==> src/pkg/updown_counter_pkg.sv <==
// constants and carrier types for the four-bit up/down counter
// assumes a single clock domain and a plain register port
package updown_counter_pkg;

    localparam int          COUNT_WIDTH = 4;
    localparam logic [3:0]  COUNT_RESET = 4'h0;
    localparam logic [3:0]  COUNT_MIN   = 4'h0;
    localparam logic [3:0]  COUNT_MAX   = 4'hF;

    localparam int          ADDR_WIDTH  = 4;
    localparam logic [3:0]  REG_STATUS  = 4'h0;
    localparam logic [3:0]  REG_PRESET  = 4'h4;

    localparam int          STAT_COUNT_LSB = 0;
    localparam int          STAT_CARRY_BIT = 4;
    localparam int          STAT_UP_BIT    = 5;
    localparam int          STAT_SWLD_BIT  = 6;

    localparam logic [31:0] RDATA_RESET = 32'h0000_0000;

    typedef struct packed {
        logic       load_n;
        logic       enable_p_n;
        logic       enable_t_n;
        logic       up_down;
        logic [3:0] data;
    } ctrl_pins_t;

endpackage

==> src/core/count_step.sv <==
// next-value and terminal-count logic for one counter stage
// assumes the caller registers the result on its own clock
`timescale 1ns/100ps

module count_step
    import updown_counter_pkg::*;
#(
    parameter int WIDTH = COUNT_WIDTH
) (
    input  wire logic [WIDTH-1:0] count,
    input  wire logic             up_down,
    output logic      [WIDTH-1:0] stepped,
    output logic                  terminal
);

    // modulo wrap in both directions
    always_comb begin
        if (up_down) begin
            stepped  = WIDTH'(count + 1'b1);
            terminal = &count;
        end else begin
            stepped  = WIDTH'(count - 1'b1);
            terminal = ~|count;
        end
    end

endmodule

==> src/core/updown_counter.sv <==
// four-bit synchronous presettable up/down binary counter
// assumes control pins come from logic on the same clock
//
// Decided for this implementation: strobed register access and the register offsets.
`timescale 1ns/100ps

module updown_counter
    import updown_counter_pkg::*;
#(
    parameter int WIDTH = COUNT_WIDTH
) (
    input  wire logic                  clk,
    input  wire logic                  reset_n,
    input  wire ctrl_pins_t            pins,
    input  wire logic [ADDR_WIDTH-1:0] addr,
    input  wire logic [31:0]           wdata,
    input  wire logic                  wr,
    input  wire logic                  rd,
    output logic      [31:0]           rdata,
    output logic      [WIDTH-1:0]      count,
    output logic                       low_order_bit,
    output logic                       carry_n
);

    logic [WIDTH-1:0] count_reg;
    logic [WIDTH-1:0] count_next;
    logic [WIDTH-1:0] stepped;
    logic             terminal;
    logic             sw_load;
    logic [31:0]      rdata_reg;
    logic [31:0]      rdata_next;

    count_step #(
        .WIDTH    (WIDTH)
    ) u_step (
        .count    (count_reg),
        .up_down  (pins.up_down),
        .stepped  (stepped),
        .terminal (terminal)
    );

    assign sw_load = wr && (addr == REG_PRESET);

    // pin load first, then software preset, then counting
    always_comb begin
        if (!pins.load_n) begin
            count_next = pins.data[WIDTH-1:0];
        end else if (sw_load) begin
            count_next = wdata[WIDTH-1:0];
        end else if (!pins.enable_p_n && !pins.enable_t_n) begin
            count_next = stepped;
        end else begin
            count_next = count_reg;
        end
    end

    // count inputs sampled here, at the rising edge; reset_n clears count_reg asynchronously
    always_ff @(posedge clk or negedge reset_n) begin
        if (!reset_n) begin
            count_reg <= COUNT_RESET[WIDTH-1:0];
        end else begin
            count_reg <= count_next;
        end
    end

    always_comb begin
        rdata_next = RDATA_RESET;
        if (rd) begin
            unique case (addr)
                REG_STATUS: begin
                    rdata_next[STAT_COUNT_LSB +: WIDTH] = count_reg;
                    rdata_next[STAT_CARRY_BIT]          = carry_n;
                    rdata_next[STAT_UP_BIT]             = pins.up_down;
                end
                REG_PRESET: begin
                    rdata_next[STAT_COUNT_LSB +: WIDTH] = count_reg;
                end
                default: begin
                    rdata_next = RDATA_RESET;
                end
            endcase
        end
    end

    always_ff @(posedge clk or negedge reset_n) begin
        if (!reset_n) begin
            rdata_reg <= RDATA_RESET;
        end else begin
            rdata_reg <= rdata_next;
        end
    end

    assign rdata         = rdata_reg;
    assign count         = count_reg;
    assign low_order_bit = count_reg[0];

    // left combinational so direction changes reach the carry at once;
    // low for one clock when counting through the terminal value
    assign carry_n = ~(terminal && !pins.enable_t_n);

endmodule

==> config.mk <==
export PLATFORM = sky130hd
export DESIGN_NAME = updown_counter
export DESIGN_NICKNAME = d
export VERILOG_FILES = /design/src/pkg/updown_counter_pkg.sv /design/src/core/count_step.sv /design/src/core/updown_counter.sv
export SDC_FILE = /design/constraint.sdc
export NUM_CORES = 1
export LEC_CHECK = 0
export ABC_AREA = 1
export BUFFER_PORTS_ARGS = -buffer_cell sky130_fd_sc_hd__buf_2
export CORE_MARGIN = 2
export CORE_UTILIZATION = 37
export DETAILED_ROUTE_END_ITERATION = 10
export GPL_TIMING_DRIVEN = 0
export HOLD_SLACK_MARGIN = 0.06
export PLACE_DENSITY = 0.93
export SLEW_MARGIN = 5
export SYNTH_ARGS = -nofsm -noshare
export SYNTH_HDL_FRONTEND = slang
export SYNTH_SLANG_ARGS = --single-unit
==> constraint.sdc <==
create_clock -name clk -period 3 [get_ports clk]
set_input_delay 0.9 -clock clk [delete_from_list [all_inputs] [get_ports clk]]
set_output_delay 0.9 -clock clk [all_outputs]
set_load 0.005 [all_outputs]
# [Yosys cells after proc, flatten, opt, wreduce, memory -nomap -nowiden]
# Cells that the tools add are included.
[classes] bitwise_logic=1 mux=8 n_addsub=2 n_reduce_logical=10 n_eq_ne=2
[op_table] cell="2-to-1 mux 4 bit" count=5
[op_table] cell="2-to-1 mux 6 bit" count=1
[op_table] cell="adder 4 x 1 -> 4 bit (second input constant)" count=1
[op_table] cell="== test 4 x 3 -> 1 bit (second input constant)" count=1
[op_table] cell="zero test 4 bit" count=1
[op_table] cell="AND reduction 4 bit" count=1
[op_table] cell="OR reduction 4 bit" count=1
[op_table] cell="subtractor 4 x 1 -> 4 bit (second input constant)" count=1
[op_table] cell="logical AND 1 bit" count=3
[op_table] cell="zero test 1 bit" count=3
[op_table] cell="!= test 3 x 1 -> 1 bit (second input constant)" count=1
[op_table] cell="2-to-1 mux 2 bit" count=1
[op_table] cell="OR reduction 2 bit" count=1
[op_table] cell="2-to-1 mux 1 bit" count=1
[op_table] cell="NOT 1 bit" count=1
[totals] output_inout_bits=38 elab_cells=25 register_bits=36

# [Depth between registers and ports, before layout]
# Gate-level depths: netlist (run 1).
[depth] depth_word=7 mapped_depth=9

# [By module]
# From an unflattened synthesis (run 1), not the netlist that was laid out.
[unflattened] cells_unflattened=123 area_unflattened_um2=902.1
[by_module_without_submodules] module="updown_counter" instances=1 seq_area_each_um2=250.2 area_per_inst_um2=760.7 cells_per_inst=98
[by_module_without_submodules] module="count_step" instances=1 seq_area_each_um2=0.0 area_per_inst_um2=141.4 cells_per_inst=25

# [Worst setup path before layout (run 1)]
# No wires, ideal clock.
[synth_path] kind="input to output" startpoint="in pins[4] (netlist bit)" endpoint="out carry_n" setup_slack_ps=926 required_time_ps=2100 t_arrival_ps=1174 cell_stages=3 cell_sequence="inv_2 > a21oi_1 > o211ai_1"
[synth_between] elab_chain_len=3
[synth_lines] element="start, declared" line="updown_counter.sv:14" rtl="input wire ctrl_pins_t pins,"
[synth_lines] element="2-to-1 mux 1 bit" line="count_step.sv:18" rtl="if (up_down) begin"
[synth_lines] element="logical AND 1 bit" line="updown_counter.sv:99" rtl="assign carry_n = ~(terminal && !pins.enable_t_n);"
[synth_lines] element="NOT 1 bit" line="updown_counter.sv:99"
[synth_lines] element="end, declared" line="updown_counter.sv:22" rtl="output logic carry_n"
# Every way passes these cells.

# [Final worst setup path (run 1)]
# Ends and elaborated chain as after synthesis.

==> impl_metrics.env, run 1 <==
export IMPL_outcome="finished, final reports clean"
export IMPL_register_area_um2=250
export IMPL_ys_types=23
export IMPL_cts_tree="done"
export IMPL_clkSlewWorstSetupHoldPaths_ps=70
export IMPL_track_usage=0.133
export IMPL_p_int_uw=304
export IMPL_tns_ps=0
export IMPL_synthTopCellsByArea="dfrtp_1 30%, buf_4 24%, nand2_1 7.7%, nor2_1 5.0%, a22oi_1 3.6%"
export IMPL_routabilityCongestion=0.824
export IMPL_netlist_area_leader_share=0.301
export IMPL_cts_buffer_depth=2
export IMPL_fin_crit_ps=2380
export IMPL_postRouteAntennaNets=0
export IMPL_path_class="primary input to output port"
export IMPL_worst_setup_path_end_kind="output port"
export IMPL_swShare=0.328
export IMPL_pwr_share_seq=0.374
export IMPL_grt_max_degree=11
export IMPL_area_delta_synth_final_pct=38.6
export IMPL_yosys_warnings=0
export IMPL_cts_resized=0
export IMPL_largest_reg_flops=6
export IMPL_drt_initial_drc_count=22
export IMPL_fillers=226
export IMPL_synthFlopType="dfrtp_1"
export IMPL_wl_per_cell_um=8.71
export IMPL_switchingPower_uw=148
export IMPL_ys_ff_latch=10
export IMPL_die_area_mm2=0.00264
export IMPL_hold_class="primary input to async pin"
export IMPL_diodes=0
export IMPL_cap_violations=0
export IMPL_grt_util_met2=0.218
export IMPL_grt_pass1_wl_um=2590
export IMPL_startpoint_type="primary input"
export IMPL_fin_crit_sh=0.794
export IMPL_worst_skew_pair_late_latency_ps=270
export IMPL_grt_use_met3=0.0409
export IMPL_portBuffers=31
export IMPL_final_hold_violation_count=0
export IMPL_dp_hpwl_um=1470
export IMPL_antenna_found_initial=0
export IMPL_pin_count=86
export IMPL_busiest_layer="met2"
export IMPL_die_h_um=51.4
export IMPL_power_density_mw_per_mm2=393
export IMPL_synth_area_um2=831
export IMPL_post_route_util=0.531
export IMPL_syn_inst=105
export IMPL_htreeDepth=1
export IMPL_via_per_inst=4.02
export IMPL_fin_worst_skew_ps=1.83
export IMPL_multi_input_comb_area_um2=430
export IMPL_grt_ovfl_total=0
export IMPL_cts_hold_repair_buffers=0
export IMPL_dp_cells=189
export IMPL_ys_async_sr_fraction=1.00
export IMPL_crit_path_max_fanout=6
export IMPL_instances_no_fill=193
export IMPL_die_w_um=51.4
export IMPL_clockRootBuffer="clkbuf_4"
export IMPL_vias=775
export IMPL_first_pass_iters=4
export IMPL_num_nets_final=217
export IMPL_grt_met1_usage=0.157
export IMPL_syn_avg_cell_area_um2=7.91
export IMPL_post_cts_buffers=0
export IMPL_pwr_share_clk=0.271
export IMPL_pre_cts_slack_ps=614
export IMPL_synth_most_common_cell="buf_4"
export IMPL_route_detailed_drc=0
export IMPL_leakagePower_uw=0.000693
export IMPL_drive_gt1_frac=0.424
export IMPL_fin_ws_ps=619
export IMPL_rsz0062_at_grt="false"
export IMPL_fin_area_mm2=0.00115
export IMPL_numCtsBuffers=3
export IMPL_setup_violations=0
export IMPL_critical_path_arrival_ps=1480
export IMPL_core_mm2=0.00217
export IMPL_synthTopCellsByCount="27 x buf_4, 17 x nand2_1, 11 x nor2_1, 10 x dfrtp_1, 5 x a21oi_1"
export IMPL_grt_pass1_vias=618
export IMPL_slew_viol_final=0
export IMPL_dpl_cell_area_mm2=0.00111
export IMPL_drt_wl_total_um=1680
export IMPL_required_ps=2100
export IMPL_initial_utilization=0.383
export IMPL_cts_sinks=10
export IMPL_yosysSeqAreaShare=0.301
export IMPL_fmax_ghz=0.420
export IMPL_rows=17
export IMPL_vdd_ir_drop_max_mv=0.196
export IMPL_synth_edf_count=0
export IMPL_p_comb_frac=0.355
export IMPL_yosysTopAreaCell="dfrtp_1"
[critical path: stages]
cell and delay [ps]:
buf_2 120, inv_2 80, a21oi_1 130, o211ai_1 120, buf_2 140
[final timing paths]
check	depth (start not counted)	startpoint	slack, ps	end
min reg2reg	2	count[2]$_DFFE_PN0P_	610	rdata[2]$_DFF_PN0_
max reg2reg	5	count[0]$_DFFE_PN0P_	1560	count[1]$_DFFE_PN0P_
min	1	reset_n	470	rdata[1]$_DFF_PN0_
max	5	pins[4]	620	carry_n
max in group asynchronous	1	reset_n	2340	count[3]$_DFFE_PN0P_
min in group clk	2	count[2]$_DFFE_PN0P_	610	rdata[2]$_DFF_PN0_
[area by class of cell]
type,count,share of cell area
well taps,28,0.0304
flip-flops and latches,10,0.217
clock buffers,4,0.0315
repair buffers,31,0.135
multi-input cells,84,0.374
plain buffers,28,0.186
inverters,8,0.0261
[cell usage in the layout (no fill, tap or decap)]
cell and n:
nor2_2 1, nor2_4 1, a22oi_1 4, nand3_4 1, o21ai_1 1, conb_1 26, nand2_1 17, a21oi_1 5
buf_6 1, or2_1 1, fa_1 1, buf_4 27, clkbuf_4 3, inv_1 4, and2_1 1, o211ai_1 4
clkbuf_8 1, nand3_1 3, buf_2 31, nor4_1 1, nor3_1 3, nor2_1 11, dfrtp_1 10, inv_2 4
ha_1 2, xnor2_1 1
[routing by layer]
| metal | wire length (µm) | vias to the layer above |
|---|---|---|
| met5 | 0 | - |
| met4 | 29 | 0 |
| met3 | 174 | 4 |
| met2 | 829 | 41 |
| met1 | 648 | 323 |
| li1 | - | 407 |
[logic make-up after synthesis]
family / synth area share
AND/OR/NAND/NOR: 0.227
adder cells (fa/ha/maj): 0.0542
buffers and inverters: 0.294
XOR/XNOR: 0.0105
flip-flops: 0.301
AO/OA/AOI/OAI: 0.108
other: 0.00451
[power by group through the flow]
stage / registers [µW] / clock network (µW) / logic (µW)
6_report: 169 / 123 / 161
3_5_place_dp: 171 / 0 / 161
3_3_place_gp: 171 / 0 / 154
2_1_floorplan: 167 / 0 / 112
4_1_cts: 169 / 126 / 162
5_1_grt: 173 / 133 / 183
[metrics by stage]
step,hold WS [ps],total power (µW)
after floorplan,560,279
after global placement,593,325
after detailed placement,597,333
after CTS,473,456
after global routing,473,488
final,471,452
Power figures use the tool's default switching activity.
==> run 2, diff against run 1 <==
Settings changed: CORE_UTILIZATION 37 to 35, PLACE_DENSITY 0.93 to 0.89.
Clock period 3 ns to 2.24 ns, I/O delays scaled along.
==> run 2 against run 1 <==
Compared with the run above:
- clock power fell by 5%
- total power rose by 23%
- first-iteration DRC count fell by 64%
- wire length fell by 4.7%
- die area rose by 5.3%
- largest power group unchanged
- register-to-register slack got worse by 720 ps
- sequential cell count did not move
- cell area fell by 1.2%
- global-route usage fell by 1.7 points
- worst setup slack got worse by 380 ps
- sequential power rose by 33%
- non-clock buffer count did not move
==> impl_metrics.env, run 2 (synthesized netlist as in run 1, its figures left out) <==
export IMPL_diodes=0
export IMPL_grt_pass1_wl_um=2420
export IMPL_final_hold_violation_count=0
export IMPL_leakagePower_uw=0.000686
export IMPL_fin_worst_skew_ps=0.652
export IMPL_fmax_ghz=0.501
export IMPL_power_density_mw_per_mm2=488
export IMPL_fin_crit_ps=2000
export IMPL_swShare=0.333
export IMPL_startpoint_type="register"
export IMPL_die_w_um=52.7
export IMPL_slew_viol_final=0
export IMPL_post_route_util=0.509
export IMPL_portBuffers=31
export IMPL_power_uw=555
export IMPL_cts_sinks=10
export IMPL_vdd_ir_drop_max_mv=0.280
export IMPL_worst_setup_path_end_kind="output port"
export IMPL_drive_gt1_frac=0.421
export IMPL_via_per_inst=3.95
export IMPL_pre_cts_slack_ps=308
export IMPL_num_nets_final=217
export IMPL_drt_initial_drc_count=8
export IMPL_cts_hold_repair_buffers=0
export IMPL_area_delta_synth_final_pct=36.9
export IMPL_hold_class="primary input to async pin"
export IMPL_slowest_stage="dfrtp_1"
export IMPL_grt_ovfl_total=0
export IMPL_track_usage=0.117
export IMPL_final_cell_mix="31 x buf_2, 27 x buf_4, 26 x conb_1, 17 x nand2_1, 11 x nor2_1"
export IMPL_path_cells="nand3_1 > o21ai_1 > o211ai_1 > buf_2"
export IMPL_layout_commonest_cell="buf_2"
export IMPL_rows=17
export IMPL_switchingPower_uw=185
export IMPL_fin_ws_ps=242
export IMPL_postRouteAntennaNets=0
export IMPL_cts_tree="done"
export IMPL_die_h_um=52.7
export IMPL_routabilityCongestion=0.824
export IMPL_clockRootBuffer="clkbuf_4"
export IMPL_cts_buffer_depth=2
export IMPL_pin_count=86
export IMPL_drt_wl_total_um=1600
export IMPL_numCtsBuffers=3
export IMPL_path_class="register to output port"
export IMPL_clkSlewWorstSetupHoldPaths_ps=60
export IMPL_required_ps=1570
export IMPL_p_int_uw=370
export IMPL_pwr_share_seq=0.405
export IMPL_holdWs_ps=260
export IMPL_grt_pass1_vias=650
export IMPL_rrSetupSlack_ps=840
export IMPL_pwr_share_clk=0.211
export IMPL_vias=759
export IMPL_grt_max_degree=11
export IMPL_fin_crit_sh=0.892
export IMPL_die_area_mm2=0.00278
export IMPL_post_cts_buffers=0
export IMPL_wl_per_cell_um=8.34
export IMPL_first_pass_iters=4
export IMPL_outcome="finished, final reports clean"
export IMPL_p_comb_frac=0.384
export IMPL_largest_reg_flops=6
export IMPL_antenna_found_initial=0
export IMPL_cap_violations=0
export IMPL_route_detailed_drc=0
export IMPL_htreeDepth=1
export IMPL_rsz0062_at_grt="false"
export IMPL_tns_ps=0
export IMPL_cts_resized=0
export IMPL_initial_utilization=0.372
export IMPL_critical_path_arrival_ps=1330
export IMPL_worst_skew_pair_late_latency_ps=250
export IMPL_setup_violations=0
export IMPL_cpPeakStageDelay_ps=520
export IMPL_crit_path_max_fanout=9
export IMPL_dp_hpwl_um=1380
export IMPL_core_mm2=0.00223
==> run 2: path summary, 6_finish.rpt <==
check / startpoint / end / cells after the start
max: count[0]$_DFFE_PN0P_ / carry_n / 4
min: reset_n / rdata[0]$_DFF_PN0_ / 1
max reg2reg: count[0]$_DFFE_PN0P_ / count[2]$_DFFE_PN0P_ / 5
min reg2reg: count[2]$_DFFE_PN0P_ / rdata[2]$_DFF_PN0_ / 2
max in group asynchronous: reset_n / rdata[4]$_DFF_PN0_ / 1
min in group clk: count[2]$_DFFE_PN0P_ / rdata[2]$_DFF_PN0_ / 2
==> run 2: power by group through the flow <==
stage / clock network [µW] / registers [µW] / logic [µW]
after floorplan: 0 / 224 / 150
after global placement: 0 / 227 / 206
after detailed placement: 0 / 229 / 213
after CTS: 121 / 226 / 214
after global routing: 129 / 230 / 244
final: 117 / 225 / 213
==> run 2: layer usage <==
metal	vias to the layer above	wire length, µm	global-route usage
met5	-	0	0
met4	0	6	0.0513
met3	2	172	0.0200
met2	35	801	0.213
met1	313	621	0.130
li1	409	-	-
==> run 2: final cells by class <==
class	count	area (µm²)
multi-input cells	84	430
flip-flops and latches	10	250
well taps	28	35.0
repair buffers	31	155
plain buffers	28	214
clock buffers	3	22.5
fillers	234	1100
inverters	8	30.0
==> run 2: per-stage QoR <==
stage	instance area (µm²)	instances
floorplan	925	130
global placement	1110	189
detailed placement	1110	189
CTS	1140	192
global route	1140	192
finish	1140	192
==> run 2: worst max-delay path: cells and delay by family (launching register included) <==
family | cells | cell delay, ps
DFF | 1 | 520
AOI/OAI and AO/OA | 2 | 270
buffers and inverters | 1 | 150
and+or+nand+nor | 1 | 130
